File: config.mk
export PLATFORM = sky130hd
export DESIGN_NAME = emulation_memory_mapper_flat
export DESIGN_NICKNAME = d
export VERILOG_FILES = /design/src/hw/mapper_pkg.sv /design/src/hw/map_bus_if.sv /design/src/hw/emulation_memory_mapper.sv /design/src/flat_wrapper.sv
export VERILOG_INCLUDE_DIRS = /design/src /design/src/hw
export SDC_FILE = /design/constraint.sdc
export NUM_CORES = 1
export LEC_CHECK = 0
export BUFFER_PORTS_ARGS = -buffer_cell sky130_fd_sc_hd__buf_2
export CORE_MARGIN = 3
export CORE_UTILIZATION = 40
export CTS_BUF_LIST = sky130_fd_sc_hd__clkbuf_2
export DETAILED_ROUTE_END_ITERATION = 8
export SYNTH_ARGS = -nofsm -noshare
export SYNTH_HDL_FRONTEND = slang
export SYNTH_SLANG_ARGS = --single-unit
File: constraint.sdc
create_clock -name clk_sys_i -period 8.5 [get_ports clk_sys_i]
set_input_delay 1.275 -clock clk_sys_i [delete_from_list [all_inputs] [get_ports clk_sys_i]]
set_output_delay 1.275 -clock clk_sys_i [all_outputs]
set_load 0.02 [all_outputs]
File: src/hw/mapper_defs.svh
// Constants of the emulation memory mapper
`ifndef MAPPER_DEFS_SVH
`define MAPPER_DEFS_SVH
`define MAP_TERMS 8
`define ADDR_W 24
`define FC_W 3
`define BLOCK_SMALL 512
`define BLOCK_LARGE 1024
`define DPRAM_BLOCK_BYTES 8192
`define CLK_PERIOD_NS 25
`define DRIVE_HIGH_MIN_NS 5
`define DRIVE_HIGH_MAX_NS 10
// Longest time rounds down, but never below one cycle
`define DRIVE_HIGH_CYC ((`DRIVE_HIGH_MAX_NS / `CLK_PERIOD_NS) < 1 ? 1 : (`DRIVE_HIGH_MAX_NS / `CLK_PERIOD_NS))
// Register offsets (APB byte addresses)
`define OFF_CTRL 12'h000
`define OFF_STATUS 12'h004
`define OFF_MASK 12'h008
`define OFF_BREAK_ADDR 12'h00C
`define OFF_DEFAULT 12'h010
`define OFF_TERM_BASE 12'h040
`define TERM_STRIDE 12'h010
// Term word layout: +0 start, +4 end, +8 attributes
`define ATTR_TYPE_LSB 0
`define ATTR_FC_LSB 4
`define ATTR_FC_EN_BIT 7
`define ATTR_ILK_BIT 8
`define ATTR_DP_BIT 9
`define ATTR_VALID_BIT 10
// Control bits
`define CTRL_BRK_ROM_BIT 0
`define CTRL_DRIVE_HIGH_BIT 1
`define CTRL_ACK_MODE_LSB 2
`define CTRL_BIG_BOARD_BIT 4
// Status bits
`define ST_GUARD_BIT 0
`define ST_ROM_BIT 1
`endif

File: src/hw/mapper_pkg.sv
// Types of the emulation memory mapper
package mapper_pkg;
  typedef enum logic [2:0] {
    MEM_ERAM = 3'h0,
    MEM_EROM = 3'h1,
    MEM_TRAM = 3'h2,
    MEM_TROM = 3'h3,
    MEM_GUARD = 3'h4
  } mem_type_t;
  typedef enum logic [1:0] {
    ACK_MAP = 2'h0,
    ACK_TARGET = 2'h1,
    ACK_EMUL0 = 2'h2,
    ACK_EMUL1 = 2'h3
  } ack_mode_t;
endpackage : mapper_pkg

File: src/hw/map_bus_if.sv
// Processor bus link between mapper and its processor/target side
`include "mapper_defs.svh"
interface map_bus_if;
  logic cyc;
  logic [`ADDR_W-1:0] addr;
  logic [`FC_W-1:0] fc;
  logic wr;
  logic user;
  logic monitor;
  logic target_ack_n;
  logic transfer_ack_n_o;
  logic transfer_ack_oe;
  logic sel_emul;
  logic emul_we;
  logic dual_port;
  logic [2:0] dp_block;
  logic brk;
  modport mapper (input cyc, addr, fc, wr, user, monitor, target_ack_n,
                  output transfer_ack_n_o, transfer_ack_oe, sel_emul, emul_we, dual_port, dp_block, brk);
  modport cpu (output cyc, addr, fc, wr, user, monitor, target_ack_n,
               input transfer_ack_n_o, transfer_ack_oe, sel_emul, emul_we, dual_port, dp_block, brk);
endinterface : map_bus_if

File: src/hw/emulation_memory_mapper.sv
// Emulation memory mapper: term compare, memory routing, acknowledge and breaks
//
// How it works
// RULE_01: Eight start/end terms, all compared each cycle.
// RULE_02: Emulation memory allocated in 512/1024-byte blocks.
// RULE_03: Overlapping terms separated by function code.
// RULE_04: Each term has one of five types.
// RULE_05: ROM access breaks when break-on-ROM enabled; the code breaks on user cycles only.
// RULE_06: Writes to emulation ROM still update memory.
// RULE_07: Unmatched cycles use the default type.
// RULE_08: Interlocked terms use only target acknowledge.
// RULE_09: Target acknowledges monitor cycles under interlock.
// RULE_10: Without interlock, mapper acknowledges emulation/monitor cycles.
// RULE_11: Dual-port terms go to 8-Kbyte blocks.
// RULE_12: Other terms go to plug-in modules.
// RULE_13: Software maps on-chip space as target RAM.
// RULE_14: Vector base/control words mapped RAM, register-accessed.
// RULE_15: Only map-interlock mode consults term interlock.
// RULE_16: Drive-high option actively deasserts own acknowledge.
// RULE_17: Match is inclusive range plus optional code.
// RULE_18: Guarded user access breaks and records address.
// RULE_19: Target types to target, emulation types local.
//
// The implementer's own choices: the placing of the registers and the APB interface to the registers.
`include "mapper_defs.svh"
module emulation_memory_mapper
  import mapper_pkg::*;
#(
  parameter int TERMS = `MAP_TERMS
)
(
  // Clock and reset
  input wire logic clk_sys_i,
  input wire logic resetn_i,
  // APB slave
  input wire logic psel_i,
  input wire logic penable_i,
  input wire logic pwrite_i,
  input wire logic [11:0] paddr_i,
  input wire logic [31:0] pwdata_i,
  output logic [31:0] prdata_o,
  output logic pready_o,
  output logic pslverr_o,
  // Interrupt
  output logic irq_o,
  // Processor bus link
  map_bus_if.mapper bus
);
  // Refuse term counts outside 1 to 8, the reach of the 3-bit dual-port block index
  if (TERMS < 1 || TERMS > 8)
  begin : g_bad_terms
    $error("TERMS must be 1 to 8");
  end

  logic [`ADDR_W-1:0] start_q [TERMS];
  logic [`ADDR_W-1:0] end_q [TERMS];
  logic [10:0] attr_q [TERMS];
  logic [31:0] ctrl_q;
  logic [2:0] default_q;
  logic [1:0] status_q, mask_q;
  logic [`ADDR_W-1:0] brk_addr_q;
  logic [TERMS-1:0] hit;
  logic wr_acc, rd_acc, cyc_q, ack_pend_q;
  logic [1:0] wait_q;
  logic [3:0] hi_cnt_q;

  assign wr_acc = psel_i && penable_i && pwrite_i;
  assign rd_acc = psel_i && !penable_i && !pwrite_i;

  // Every term compared in parallel [RULE_01]
  genvar g;
  generate
    for (g = 0; g < TERMS; g++)
    begin : g_term
      assign hit[g] = attr_q[g][`ATTR_VALID_BIT]
        && bus.addr >= start_q[g] && bus.addr <= end_q[g] // [RULE_17]
        && (!attr_q[g][`ATTR_FC_EN_BIT] || bus.fc == attr_q[g][`ATTR_FC_LSB +: 3]); // [RULE_03]
    end
  endgenerate

  // Lowest-numbered hit wins; unmatched falls to default
  mem_type_t mtype;
  logic ilk, dp;
  logic [3:0] idx;
  always_comb
  begin
    mtype = mem_type_t'(default_q); // [RULE_07]
    ilk = 1'b0;
    dp = 1'b0;
    idx = 4'h0;
    for (int i = TERMS - 1; i >= 0; i--)
    begin
      if (hit[i])
      begin
        mtype = mem_type_t'(attr_q[i][`ATTR_TYPE_LSB +: 3]); // [RULE_04]
        ilk = attr_q[i][`ATTR_ILK_BIT];
        dp = attr_q[i][`ATTR_DP_BIT];
        idx = 4'(i);
      end
    end
  end

  logic is_emul, is_rom, own_ack, cyc_new;
  ack_mode_t amode;
  assign amode = ack_mode_t'(ctrl_q[`CTRL_ACK_MODE_LSB +: 2]);
  assign is_emul = (mtype == MEM_ERAM) || (mtype == MEM_EROM); // [RULE_19]
  assign is_rom = (mtype == MEM_EROM) || (mtype == MEM_TROM);
  assign cyc_new = bus.cyc && !cyc_q;
  // Mapper acknowledges only when mode and interlock allow [RULE_15]
  always_comb
  begin
    case (amode)
      ACK_MAP: own_ack = !ilk && (is_emul || bus.monitor); // [RULE_08] [RULE_10]
      ACK_TARGET: own_ack = 1'b0;
      default: own_ack = 1'b1;
    endcase
  end

  // Routing outputs, registered per cycle
  always_ff @(posedge clk_sys_i)
  begin
    if (!resetn_i)
    begin
      bus.sel_emul <= 1'b0;
      bus.emul_we <= 1'b0;
      bus.dual_port <= 1'b0;
      bus.dp_block <= 3'h0;
      cyc_q <= 1'b0;
    end
    else
    begin
      cyc_q <= bus.cyc;
      bus.sel_emul <= bus.cyc && is_emul; // [RULE_19]
      bus.emul_we <= bus.cyc && is_emul && bus.wr; // ROM type does not block array write [RULE_06]
      // Gated like the select so a held address leaves no stale dual-port level
      bus.dual_port <= bus.cyc && is_emul && dp; // [RULE_11] [RULE_12]
      // Block index from the term number: one 8-Kbyte block per term
      bus.dp_block <= idx[2:0]; // [RULE_11]
    end
  end

  // Acknowledge generation with optional active drive-high
  always_ff @(posedge clk_sys_i)
  begin
    if (!resetn_i)
    begin
      ack_pend_q <= 1'b0;
      wait_q <= 2'h0;
      hi_cnt_q <= 4'h0;
      bus.transfer_ack_n_o <= 1'b1;
      bus.transfer_ack_oe <= 1'b0;
    end
    else
    begin
      bus.transfer_ack_n_o <= 1'b1;
      bus.transfer_ack_oe <= 1'b0;
      if (cyc_new && own_ack)
      begin
        ack_pend_q <= 1'b1;
        wait_q <= (amode == ACK_EMUL1) ? 2'h1 : 2'h0;
      end
      else if (cyc_new && !bus.target_ack_n)
      begin
        // Target acknowledge passed through, never driven high by us [RULE_08]
        bus.transfer_ack_n_o <= 1'b0;
        bus.transfer_ack_oe <= 1'b1;
      end
      else if (bus.cyc && !ack_pend_q && !own_ack && !bus.target_ack_n && bus.transfer_ack_n_o)
      begin
        // One pass per cycle; the processor still shows the cycle while it takes the ack
        bus.transfer_ack_n_o <= 1'b0;
        bus.transfer_ack_oe <= 1'b1;
      end
      else if (ack_pend_q && wait_q != 2'h0)
        wait_q <= wait_q - 2'h1;
      else if (ack_pend_q)
      begin
        ack_pend_q <= 1'b0;
        bus.transfer_ack_n_o <= 1'b0;
        bus.transfer_ack_oe <= 1'b1;
        hi_cnt_q <= ctrl_q[`CTRL_DRIVE_HIGH_BIT] ? 4'(`DRIVE_HIGH_CYC) : 4'h0;
      end
      else if (hi_cnt_q != 4'h0)
      begin
        // Actively deassert so the next cycle sees no stale acknowledge [RULE_16]
        hi_cnt_q <= hi_cnt_q - 4'h1;
        bus.transfer_ack_oe <= 1'b1;
      end
    end
  end

  // Break and sticky status; set wins over clear
  logic ev_guard, ev_rom;
  assign ev_guard = cyc_new && bus.user && (mtype == MEM_GUARD); // [RULE_18]
  assign ev_rom = cyc_new && bus.user && is_rom && ctrl_q[`CTRL_BRK_ROM_BIT]; // [RULE_05]
  always_ff @(posedge clk_sys_i)
  begin
    if (!resetn_i)
    begin
      status_q <= 2'h0;
      brk_addr_q <= '0;
      bus.brk <= 1'b0;
      irq_o <= 1'b0;
    end
    else
    begin
      status_q <= (status_q & ~((wr_acc && paddr_i == `OFF_STATUS) ? pwdata_i[1:0] : 2'h0))
        | {ev_rom, ev_guard};
      if (ev_guard || ev_rom)
        brk_addr_q <= bus.addr; // [RULE_18]
      bus.brk <= ev_guard || ev_rom;
      irq_o <= |(status_q & mask_q);
    end
  end

  // Configuration registers
  always_ff @(posedge clk_sys_i)
  begin
    if (!resetn_i)
    begin
      ctrl_q <= 32'h0000_0000;
      default_q <= 3'h2;
      mask_q <= 2'h0;
      for (int i = 0; i < TERMS; i++)
      begin
        start_q[i] <= '0;
        end_q[i] <= '0;
        attr_q[i] <= '0;
      end
    end
    else if (wr_acc)
    begin
      case (paddr_i)
        `OFF_CTRL: ctrl_q <= {27'h0, pwdata_i[4:0]};
        `OFF_MASK: mask_q <= pwdata_i[1:0];
        `OFF_DEFAULT: default_q <= pwdata_i[2:0]; // [RULE_07]
        default: ;
      endcase
      for (int i = 0; i < TERMS; i++)
      begin
        // Start/end snapped to the allocation block size [RULE_02]
        if (paddr_i == 12'(`OFF_TERM_BASE + i * `TERM_STRIDE))
          start_q[i] <= pwdata_i[`ADDR_W-1:0] & (ctrl_q[`CTRL_BIG_BOARD_BIT] ? 24'hFF_FC00 : 24'hFF_FE00);
        if (paddr_i == 12'(`OFF_TERM_BASE + i * `TERM_STRIDE + 4))
          end_q[i] <= pwdata_i[`ADDR_W-1:0] | (ctrl_q[`CTRL_BIG_BOARD_BIT] ? 24'h00_03FF : 24'h00_01FF);
        if (paddr_i == 12'(`OFF_TERM_BASE + i * `TERM_STRIDE + 8))
          attr_q[i] <= pwdata_i[10:0];
      end
    end
  end

  // APB read data latched in setup, one wait-free access phase
  always_ff @(posedge clk_sys_i)
  begin
    if (!resetn_i)
    begin
      prdata_o <= 32'h0000_0000;
      pready_o <= 1'b0;
      pslverr_o <= 1'b0;
    end
    else
    begin
      pready_o <= psel_i && !penable_i;
      pslverr_o <= 1'b0;
      if (rd_acc)
      begin
        prdata_o <= 32'h0000_0000;
        case (paddr_i)
          `OFF_CTRL: prdata_o <= ctrl_q;
          `OFF_STATUS: prdata_o <= {30'h0, status_q};
          `OFF_MASK: prdata_o <= {30'h0, mask_q};
          `OFF_BREAK_ADDR: prdata_o <= {8'h0, brk_addr_q};
          `OFF_DEFAULT: prdata_o <= {29'h0, default_q};
          default: ;
        endcase
        for (int i = 0; i < TERMS; i++)
        begin
          if (paddr_i == 12'(`OFF_TERM_BASE + i * `TERM_STRIDE))
            prdata_o <= {8'h0, start_q[i]};
          if (paddr_i == 12'(`OFF_TERM_BASE + i * `TERM_STRIDE + 4))
            prdata_o <= {8'h0, end_q[i]};
          if (paddr_i == 12'(`OFF_TERM_BASE + i * `TERM_STRIDE + 8))
            prdata_o <= {21'h0, attr_q[i]};
        end
      end
    end
  end
endmodule : emulation_memory_mapper

File: src/flat_wrapper.sv
// flat-port wrapper written by rule: the top's interface ports become plain ports
module emulation_memory_mapper_flat import mapper_pkg::*;
#(
  parameter int TERMS = `MAP_TERMS
)
  (clk_sys_i, resetn_i, psel_i, penable_i, pwrite_i, paddr_i, pwdata_i, prdata_o, pready_o, pslverr_o, irq_o, bus_cyc, bus_addr, bus_fc, bus_wr, bus_user, bus_monitor, bus_target_ack_n, bus_transfer_ack_n_o, bus_transfer_ack_oe, bus_sel_emul, bus_emul_we, bus_dual_port, bus_dp_block, bus_brk);
  map_bus_if bus_i ();
  input wire logic clk_sys_i;
  input wire logic resetn_i;
  input wire logic psel_i;
  input wire logic penable_i;
  input wire logic pwrite_i;
  input wire logic [11:0] paddr_i;
  input wire logic [31:0] pwdata_i;
  output logic [31:0] prdata_o;
  output logic pready_o;
  output logic pslverr_o;
  output logic irq_o;
  input wire logic [$bits(bus_i.cyc)-1:0] bus_cyc;
  input wire logic [$bits(bus_i.addr)-1:0] bus_addr;
  input wire logic [$bits(bus_i.fc)-1:0] bus_fc;
  input wire logic [$bits(bus_i.wr)-1:0] bus_wr;
  input wire logic [$bits(bus_i.user)-1:0] bus_user;
  input wire logic [$bits(bus_i.monitor)-1:0] bus_monitor;
  input wire logic [$bits(bus_i.target_ack_n)-1:0] bus_target_ack_n;
  output wire logic [$bits(bus_i.transfer_ack_n_o)-1:0] bus_transfer_ack_n_o;
  output wire logic [$bits(bus_i.transfer_ack_oe)-1:0] bus_transfer_ack_oe;
  output wire logic [$bits(bus_i.sel_emul)-1:0] bus_sel_emul;
  output wire logic [$bits(bus_i.emul_we)-1:0] bus_emul_we;
  output wire logic [$bits(bus_i.dual_port)-1:0] bus_dual_port;
  output wire logic [$bits(bus_i.dp_block)-1:0] bus_dp_block;
  output wire logic [$bits(bus_i.brk)-1:0] bus_brk;
  assign bus_i.cyc = bus_cyc;
  assign bus_i.addr = bus_addr;
  assign bus_i.fc = bus_fc;
  assign bus_i.wr = bus_wr;
  assign bus_i.user = bus_user;
  assign bus_i.monitor = bus_monitor;
  assign bus_i.target_ack_n = bus_target_ack_n;
  assign bus_transfer_ack_n_o = bus_i.transfer_ack_n_o;
  assign bus_transfer_ack_oe = bus_i.transfer_ack_oe;
  assign bus_sel_emul = bus_i.sel_emul;
  assign bus_emul_we = bus_i.emul_we;
  assign bus_dual_port = bus_i.dual_port;
  assign bus_dp_block = bus_i.dp_block;
  assign bus_brk = bus_i.brk;
  emulation_memory_mapper #(.TERMS(TERMS)) u_core (.clk_sys_i(clk_sys_i), .resetn_i(resetn_i), .psel_i(psel_i), .penable_i(penable_i), .pwrite_i(pwrite_i), .paddr_i(paddr_i), .pwdata_i(pwdata_i), .prdata_o(prdata_o), .pready_o(pready_o), .pslverr_o(pslverr_o), .irq_o(irq_o), .bus(bus_i));
endmodule
# ---- Yosys cells after proc, flatten, opt, wreduce, memory -nomap -nowiden
# Memory sizes are Yosys's and may differ from the RTL's.
# Index checks and enable logic that the tools add are counted.
dict set report word_totals {
  n_memories 3
  romBits 0
  ram_bits 472
  regBits 87
  out_inout_bits 44
  latch_bits 0
}
# name words width rd rd_clocked_by_memory_dff wr line
set mem_list {}
lappend mem_list {u_core.end_q 8 24 8 0 8 emulation_memory_mapper.sv:56} ;# logic [`ADDR_W-1:0] end_q [TERMS];
lappend mem_list {u_core.start_q 8 24 8 0 8 emulation_memory_mapper.sv:55} ;# logic [`ADDR_W-1:0] start_q [TERMS];
lappend mem_list {u_core.attr_q 8 11 8 0 8 emulation_memory_mapper.sv:57} ;# logic [10:0] attr_q [TERMS];
dict set report classes {
  order_cmp 16
  eq_ne 44
  muxes 202
  shift 0
  n_bitwise 35
  div_mod_pow 0
  n_mul 0
  n_addsub 2
  reduce_logical 90
}
# op count
set op_table {}
lappend op_table {{$mux 24} 40}
lappend op_table {{$ge 24x24->1} 8}
lappend op_table {{$le 24x24->1} 8}
lappend op_table {{$eq 12x7->1 const B} 12}
lappend op_table {{$eq 12x8->1 const B} 12}
lappend op_table {{$mux 1} 129}
lappend op_table {{$pmux 24 s5} 1}
lappend op_table {{$mux 11} 8}
lappend op_table {{$logic_and 1x1->1} 45}
lappend op_table {{$mux 3} 12}
lappend op_table {{$and 24x24->24} 1}
lappend op_table {{$eq 12x4->1 const B} 2}
lappend op_table {{$eq 3x3->1} 8}
lappend op_table {{$or 1x1->1} 24}
lappend op_table {{$or 24x24->24} 1}
lappend op_table {{$mux 10} 2}
lappend op_table {{$logic_not 1->1} 15}
lappend op_table {{$mux 2} 7}
lappend op_table {{$eq 12x3->1 const B} 1}
lappend op_table {{$eq 12x5->1 const B} 1}
lappend op_table {{$logic_not 12->1} 1}
lappend op_table {{$logic_or 1x1->1} 12}
lappend op_table {{$mux 4} 2}
lappend op_table {{$ne 2x1->1 const B} 3}
lappend op_table {{22 further kinds} 34}

# ---- Depth between registers and ports, before layout
# Gate-level depths: netlist (run 1).
dict set report logic_depth {
  word_depth 26
  ltp_mapped 17
  mapped_depth_nobuf 15
}

# ---- Worst setup path after synthesis (run 1)
# Ideal clock, no wire load.
dict set report synth_timing {
  kind {input port to flip-flop}
  start {in bus_addr[19]}
  end {reg u_core.brk_addr_q[11]}
  path_slack_ps 3547
  t_arrival_ps 4825
  t_required_ps 8372
  n_path_buf 1
  path_stages 15
  cell_sequence {ha_1 -> a41oi_1 -> o21ai_0 -> a221oi_1 -> a31oi_1 -> a211oi_4 -> mux2_1 -> mux2i_1 -> a311oi_1 -> a221oi_2 -> or4b_4 -> a21oi_4 -> buf_12 -> mux2i_1 -> nor2_1}
}
dict set report synth_via {
  elab_chain_len 17
  word_cells_on_any_way 56
  cone_classes {16 x order compare; 3 x eq/ne; 8 x mux; 29 x reduce/logical}
}
# item line
set synth_lines {}
lappend synth_lines {{start: declaration} flat_wrapper.sv:20} ;# input wire logic [$bits(bus_i.addr)-1:0] bus_addr;
lappend synth_lines {{$ge 24x24->1} emulation_memory_mapper.sv:76} ;# && bus.addr >= start_q[g] && bus.addr <= end_q[g]
lappend synth_lines {{$logic_and 1x1->1 (3 in series)} emulation_memory_mapper.sv:75} ;# assign hit[g] = attr_q[g][`ATTR_VALID_BIT]
lappend synth_lines {{$mux 3 (7 in series)} emulation_memory_mapper.sv:93} ;# if (hit[i])
lappend synth_lines {{$mux 3 *} emulation_memory_mapper.sv:93}
lappend synth_lines {{$eq 3x1->1 / $eq 3x2->1 (equally long branches)} emulation_memory_mapper.sv:107} ;# assign is_rom = (mtype == MEM_EROM) || (mtype == MEM_TROM);
lappend synth_lines {{$logic_or 1x1->1} emulation_memory_mapper.sv:107}
lappend synth_lines {{$logic_and 1x1->1 (2 in series)} emulation_memory_mapper.sv:195} ;# assign ev_rom = cyc_new && bus.user && is_rom && ctrl_q[`CTRL_BRK_ROM_BIT];
lappend synth_lines {{$logic_or 1x1->1 *} emulation_memory_mapper.sv:209} ;# if (ev_guard || ev_rom)
lappend synth_lines {{end signal: assignment} emulation_memory_mapper.sv:210} ;# brk_addr_q <= bus.addr;
lappend synth_lines {{end: declaration} emulation_memory_mapper.sv:61} ;# logic [`ADDR_W-1:0] brk_addr_q;
# Mark *: on every way between the ends. The rest lies on a longest branch, timed or not.
# A chain may end at the register's enable or synchronous reset.

# ---- Worst setup path in the final report (run 1)
dict set report layout_timing {
  start {in bus_addr[17]}
  end {reg u_core.brk_addr_q[17]}
}
dict set report layout_via {
  elab_chain_len 17
  word_cells_on_any_way 56
  cone_classes {16 x order compare; 3 x eq/ne; 8 x mux; 29 x reduce/logical}
}
# item line
set layout_lines {}
lappend layout_lines {{$ge 24x24->1} emulation_memory_mapper.sv:76}
lappend layout_lines {{$logic_and 1x1->1 (3 in series)} emulation_memory_mapper.sv:75}
lappend layout_lines {{$mux 3 (8 in series)} emulation_memory_mapper.sv:93}
lappend layout_lines {{$eq 3x1->1 / $eq 3x2->1 (equally long branches)} emulation_memory_mapper.sv:107}
lappend layout_lines {{$logic_or 1x1->1} emulation_memory_mapper.sv:107}
lappend layout_lines {{$logic_and 1x1->1 (2 in series)} emulation_memory_mapper.sv:195}
lappend layout_lines {{$logic_or 1x1->1} emulation_memory_mapper.sv:209}
# Parallel ways exist; a longest one is shown, timed or not.

==> results.cfg, run 1 <==
[global_route]
largest_net_degree_at_the_start_of_global_routing = 43
grt_first_pass_wirelength_microns = 135800
global_route.overflow_total = 0
gr-usage-all-layers_pct = 26.61
grt_pass1_vias = 22550
antenna_found_initial = 5

[sta]
tightest_slew_ps = 1324
finalSetupViolations = 0
achievable-frequency_ghz = 0.1679
final-hold-violation-count = 0
grt_setup_unrepaired = no
relSlewSlack_pct = 11.43
total_negative_setup_slack_ps = 0
worst_hold_slack_ps = 343.6
min_period_ps = 5957
timing.final.crit_share_pct = 70.09
maxSlewViolCount = 0
finClkSkew_ps = 110.4

[yosys]
syn-mean-instance-area_sq_um = 9.715
asyncSetResetFlopFracSynth_pct = 0
synth_sequential_area_ratio_pct = 44.81
synth_simple_gate_area_share_pct = 14.48
synth_xor_xnor_area_share_pct = 0.8071
synth_area_leader_cell = sky130_fd_sc_hd__edfxtp_1
synthTopCellsByArea = sky130_fd_sc_hd__edfxtp_1, sky130_fd_sc_hd__ha_1, sky130_fd_sc_hd__dfxtp_1
ys_seq_elements = 415
synth.area.mux_share_pct = 1.595
post_synth_inst_count = 2681
yosys.area.top_type_share_pct = 38.74
synth_enable_flop_cells = 336
dominant_combinational_cell_family_by_area_after_synthesis = compound AO/OA/AOI/OAI gates
synth-adder-area-share_pct = 15.08
yosys_most_used_dff = sky130_fd_sc_hd__edfxtp_1
synth.lib_cells_used.distinct = 85
synth-compound-area-share_pct = 16.79
synth_area_sq_um = 26040
ys_warn_count = 0

[detailed_routing]
antenna_violating_nets_post_route = 0
detail_route.wirelength_microns = 91920
detail_route.drc_violations = 0
dr.pass1.iters = 6
avgViaCountPerCell = 5.978
post_detailed_route_wirelength_per_cell_microns = 24.27
dr.first_iter.drc_count = 2464
dr_total_vias = 22640

[critical_path]
critical_path_peak_fanout = 25
cp_slowest_cell = sky130_fd_sc_hd__a21oi_4
cp.arrival_ps = 6970
critPathBufInv = 1
timing_worst_setup_path_type = input pin to flip-flop
critPathMostFrequentCell = sky130_fd_sc_hd__mux2i_1
cp_cell_sequence = buf_2 -> ha_1 -> a41oi_1 -> o21ai_0 -> a221oi_1 -> a31oi_1 -> a211oi_4 -> mux2_1 -> mux2i_1 -> a311oi_1 -> a221oi_2 -> or4b_4 -> a21oi_4 -> mux2i_1 -> nor2_1
critical_path.endpoint_type = flip-flop
cp_top_family = compound AO/OA/AOI/OAI gates
timing.critical_path.required_ps = 9510
worst_setup_path_start_kind = input pin
cpPeakStageDelay_ps = 920

[cts]
clock_path_buffers = 3
htree_levels = 3
tritoncts = built
clk_latency_ps = 1170
numCtsBuffers = 109
cts_resized = 0
hold_buf_count_cts = 0
clk_tree_root_cell = sky130_fd_sc_hd__clkbuf_2
cts_setup_buffers = 0
clock_sinks = 415
worst_setup_hold_path_clk_slew_ps = 120

[die]
die-height_microns = 261.2
rows = 92
width_of_the_die_microns = 261.2
initial_core_util_pct = 40.84
dieArea_sq_um = 68210
ioPinCount = 125
core-area_sq_um = 63770

[flow_run]
cap_viol_max_count = 0

[final_layout]
nets = 3236
layout-drive-gt1-share_pct = 12.56
most-common-layout-cells = sky130_fd_sc_hd__nor2_1, sky130_fd_sc_hd__edfxtp_1, sky130_fd_sc_hd__ha_1
syn2layout_area_growth_pct = 9.790
final_common_cell = sky130_fd_sc_hd__nor2_1

[placement]
gp_routability_congestion = 0.9809
placement.io_buffers = 107
post-dp-hpwl_microns = 67320

[pwr]
vdd_ir_drop_max_mv = 0.09568
power_frac_clock_pct = 31.5
share_seq_of_total_power_pct = 51.9
p_sw_share_pct = 32.03
power.leakage_uw = 0.01233
pwr_density_cell_nw_per_um2 = 160.8
combPwrFrac_pct = 16.5
internal_dissipation_uw = 3125
switching_power_uw = 1473

[status]
status = finished, final reports clean

[min_path]
hold_path.class = input pin to flip-flop
==> area by class of cell <==
cell class | instances | area, sq um
sequential | 415 | 11670
inverter | 306 | 1151
timing repair buffer | 158 | 918.4
clock inverter | 44 | 211.5
antenna | 4 | 10.01
fill | 6247 | 35180
multi-input combinational | 1851 | 12760
clock buffer | 163 | 815.8
tap | 846 | 1059
==> Yosys cell counts (all sizes together), types with 20 or more instances <==
cell type  number
mux2i          37
ha            314
inv           306
nand2         181
o211ai         41
nor3           20
a221oi         44
a222oi         25
o221ai         24
nor2          376
o21ai         114
edfxtp        336
nand4          63
xor2           21
a21oi         170
nand3          74
a211oi         28
a21o           39
dfxtp          79
clkbuf        100
==> flip-flops by register name (all words and copies together), names as in the netlist <==
| register | flops |
|---|---|
| u_core.bus.emul_we | 1 |
| u_core.default_q | 3 |
| u_core.brk_addr_q | 24 |
| u_core.attr_q | 88 |
| u_core.bus.dual_port | 1 |
| u_core.bus.brk | 1 |
| u_core.prdata_o | 24 |
| u_core.irq_o | 1 |
| u_core.bus.transfer_ack_n_o | 1 |
| u_core.end_q | 128 |
| u_core.start_q | 120 |
| u_core.bus.transfer_ack_oe | 1 |
| u_core.status_q | 2 |
| u_core.ctrl_q | 5 |
| u_core.ack_pend_q | 1 |
| u_core.mask_q | 2 |
| u_core.wait_q | 2 |
| u_core.pready_o | 1 |
| u_core.bus.sel_emul | 1 |
| u_core.bus.dp_block | 3 |
| u_core.hi_cnt_q | 4 |
| u_core.cyc_q | 1 |
==> path summary, 6_finish.rpt <==
kind                                            from                    end  slack (ps)  depth (start not counted)
worst max-delay path                    bus_addr[17]  u_core.brk_addr_q[17]        2540                         15
worst min-delay path                       penable_i        u_core.pready_o         340                          2
worst max register to register  u_core.end_q[0][185]  u_core.brk_addr_q[17]        2780                         15
worst min register to register    u_core.prdata_o[4]     u_core.prdata_o[4]         460                          2
==> stage by stage <==
step                util [%]  cell area, sq um  total power (uW)  setup WS [ps]  std cells
detailed placement     43.21             27560              3178           1536       3576
floorplan                  -             26080              2880           3547       2689
finish                 44.84             28590              4597           2543       3787
global route           44.84             28590              4817           2498       3786
CTS                    44.82             28580              4617           2834       3783
global placement       43.21             27560              3140           1611       3576
==> logic make-up (layout without fill, tap and decap cells) <==
family                     Yosys count  in the layout
and+or+nand+nor                    830            830
AOI/OAI and AO/OA                  633            633
buffers and inverters              423            671
DFF                                415            415
adders and majority gates          314            314
muxes                               41             41
xor gates and xnor gates            24             24
other                                1             13
==> layer usage <==
layer,share of wire (%),vias up,track usage (%)
met1,42,11060,35.35
met4,4.1,2,12.13
met3,8.8,225,4.555
met5,0.018,-,0
li1,-,10210,-
met2,45,1135,42.53
==> power by group through the flow <==
stage	sequential, uW	combinational (uW)	clock (uW)
2_1_floorplan	2400	475	0
3_3_place_gp	2430	711	0
5_1_grt	2400	839	1580
6_report	2390	760	1450
4_1_cts	2380	750	1480
3_5_place_dp	2430	748	0
Note: power is estimated with default switching activity, not from simulation.
==> run 2: changes to the inputs <==
==> constraint.sdc (replaced) <==
create_clock -name clk_sys_i -period 4.8 [get_ports clk_sys_i]
set_input_delay 0.72 -clock clk_sys_i [delete_from_list [all_inputs] [get_ports clk_sys_i]]
set_output_delay 0.72 -clock clk_sys_i [all_outputs]
set_load 0.02 [all_outputs]
==> results.cfg, run 2 (synthesis results as in run 1) <==
[placement]
dp.cells = 3733
post-dp-hpwl_microns = 71310
post_dp_cell_area_sq_um = 28830
placement.io_buffers = 107
gp_routability_congestion = 0.9595

[final_layout]
most-common-layout-cells = sky130_fd_sc_hd__nor2_1, sky130_fd_sc_hd__edfxtp_1, sky130_fd_sc_hd__ha_1
post-route-util_pct = 47.65
layout-drive-gt1-share_pct = 18.16
largest_register_ffs = 128
largest-register = u_core.end_q
nets = 3429
instances_no_fill = 3983
fillerInstances = 6160
top_regs = u_core.end_q (128), u_core.start_q (120), u_core.attr_q (88)
syn2layout_area_growth_pct = 16.67
stdcell_area_sq_um = 30390
final_common_cell = sky130_fd_sc_hd__nor2_1

[sta]
achievable-frequency_ghz = 0.2112
relSlewSlack_pct = 21.43
total_negative_setup_slack_ps = 0
timing.final.crit_share_pct = 98.66
tightest_slew_ps = 1176
finalSetupViolations = 0
min_period_ps = 4736
maxSlewViolCount = 0
final-hold-violation-count = 0
finClkSkew_ps = 130.1
grt_setup_unrepaired = yes

[critical_path]
worst_setup_path_start_kind = flip-flop
timing_worst_setup_path_type = flip-flop to flip-flop
worst-r2r-setup-slack_ps = 60
cpPeakStageDelay_ps = 540
cp.arrival_ps = 5730
critical_path.endpoint_type = flip-flop
critical_path_peak_fanout = 6
critPathMostFrequentCell = sky130_fd_sc_hd__buf_4
cp_cell_sequence = inv_1 -> ha_4 -> nand4_1 -> buf_4 -> nand4bb_4 -> nor3_2 -> a31oi_1 -> a211oi_4 -> buf_4 -> buf_4 -> mux2_2 -> mux2i_1 -> o21ai_1 -> and4_4 -> or4b_4 -> a21oi_4 -> buf_6 -> clkbuf_16 -> mux2i_1 -> nor2_1
cp_slowest_cell = sky130_fd_sc_hd__or4b_4
timing.critical_path.required_ps = 5800

[detailed_routing]
post_detailed_route_wirelength_per_cell_microns = 23.64
dr_total_vias = 23480
antenna_violating_nets_post_route = 0
avgViaCountPerCell = 5.894
dr.pass1.iters = 7
detail_route.wirelength_microns = 94170
dr.first_iter.drc_count = 2687
detail_route.drc_violations = 0

[die]
ioPinCount = 125
die-height_microns = 261.2
core-area_sq_um = 63770
width_of_the_die_microns = 261.2
rows = 92
dieArea_sq_um = 68210
initial_core_util_pct = 40.84

[cts]
worst_setup_hold_path_clk_slew_ps = 100
clk_tree_root_cell = sky130_fd_sc_hd__clkbuf_2
numCtsBuffers = 114
clk_latency_ps = 1230
clock_path_buffers = 3
tritoncts = built
htree_levels = 3
clock_sinks = 415

[min_path]
hold_path.class = input pin to flip-flop

[global_route]
gr-usage-all-layers_pct = 27.14
largest_net_degree_at_the_start_of_global_routing = 50
grt_pass1_vias = 23370
grt_first_pass_wirelength_microns = 139700
global_route.overflow_total = 0
antenna_found_initial = 5

[status]
status = finished, final reports clean

[pwr]
pwr_density_cell_nw_per_um2 = 279.4
vdd_ir_drop_max_mv = 0.1382
power.leakage_uw = 0.01336

[flow_run]
cap_viol_max_count = 0
-- run 2: cell count changes in the layout (fill, tap and decap cells not counted), moves of 5 or more --
| cell | before | now |
|---|---|---|
| sky130_fd_sc_hd__buf_4 | 51 | 207 |
| sky130_fd_sc_hd__clkbuf_2 | 163 | 182 |
| sky130_fd_sc_hd__dlygate4sd3_1 | 0 | 19 |
| sky130_fd_sc_hd__buf_12 | 0 | 9 |
| sky130_fd_sc_hd__clkinv_1 | 33 | 24 |
| sky130_fd_sc_hd__o21ai_0 | 108 | 103 |
| sky130_fd_sc_hd__o21ai_1 | 6 | 11 |
-- run 2: area by class of cell --
type                            instances  area, sq um  area share, %
Multi-Input combinational cell       1851        12890          42.42
Sequential cell                       415        11670          38.41
Timing Repair Buffer                  346         2532          8.334
Inverter                              306         1151          3.788
Tap cell                              846         1059          3.484
Clock buffer                          182        910.9          2.998
Clock inverter                         33        163.9         0.5394
Antenna cell                            4        10.01        0.03294
-- run 2: stage by stage --
stage | setup WS, ps | total power [uW] | hold slack, ps
finish | 64.45 | 8491 | 159.1
global route | -79.84 | 8901 | 115.8
CTS | 33.84 | 8475 | 26.60
detailed placement | -556.6 | 5772 | 443.0
global placement | -538.1 | 5705 | 440.1
floorplan | 402.1 | 5100 | 447.1
-- run 2: per-layer routing --
layer	GRT usage, %	share of wire [%]	vias up
met5	0	0.011	-
met4	11.70	4.0	2
met3	4.352	9.1	187
met2	43.29	45	1251
met1	36.61	41	11410
li1	-	-	10630
-- run 2: worst paths after layout --
kind	from	end	depth (start not counted)
worst min register to register	u_core.prdata_o[0]	u_core.prdata_o[0]	2
worst min-delay path	pwrite_i	u_core.prdata_o[20]	4
worst max-delay path	u_core.end_q[0][185]	u_core.brk_addr_q[0]	20
worst max register to register	u_core.end_q[0][185]	u_core.brk_addr_q[0]	20
-- run 2: critical path: cells and delay by family, from the launching register on --
family | cells | cell delay, ps
AOI/OAI and AO/OA | 4 | 930
adders and majority gates | 1 | 270
buffers and inverters | 6 | 930
DFF | 1 | 380
muxes | 3 | 650
and+or+nand+nor | 6 | 1390
-- run 2: report_power, final --
group	leakage (uW)	switching, uW	internal (uW)
sequential	0.00384	142	4090
combinational	0.00869	932	623
clock	0.000832	1650	1060
total	0.0134	2720	5770
-- run 2: what timing repair did --
item | 4_1_cts | 5_1_grt
pin swaps | 2 | 14
setup endpoints to repair | 12 | 33
endpoints found under the hold margin | 31 | 0
gates resized for setup | 1 | 27
setup buffers | 2 | 7
gates cloned | 0 | 3
hold buffers | 19 | 0
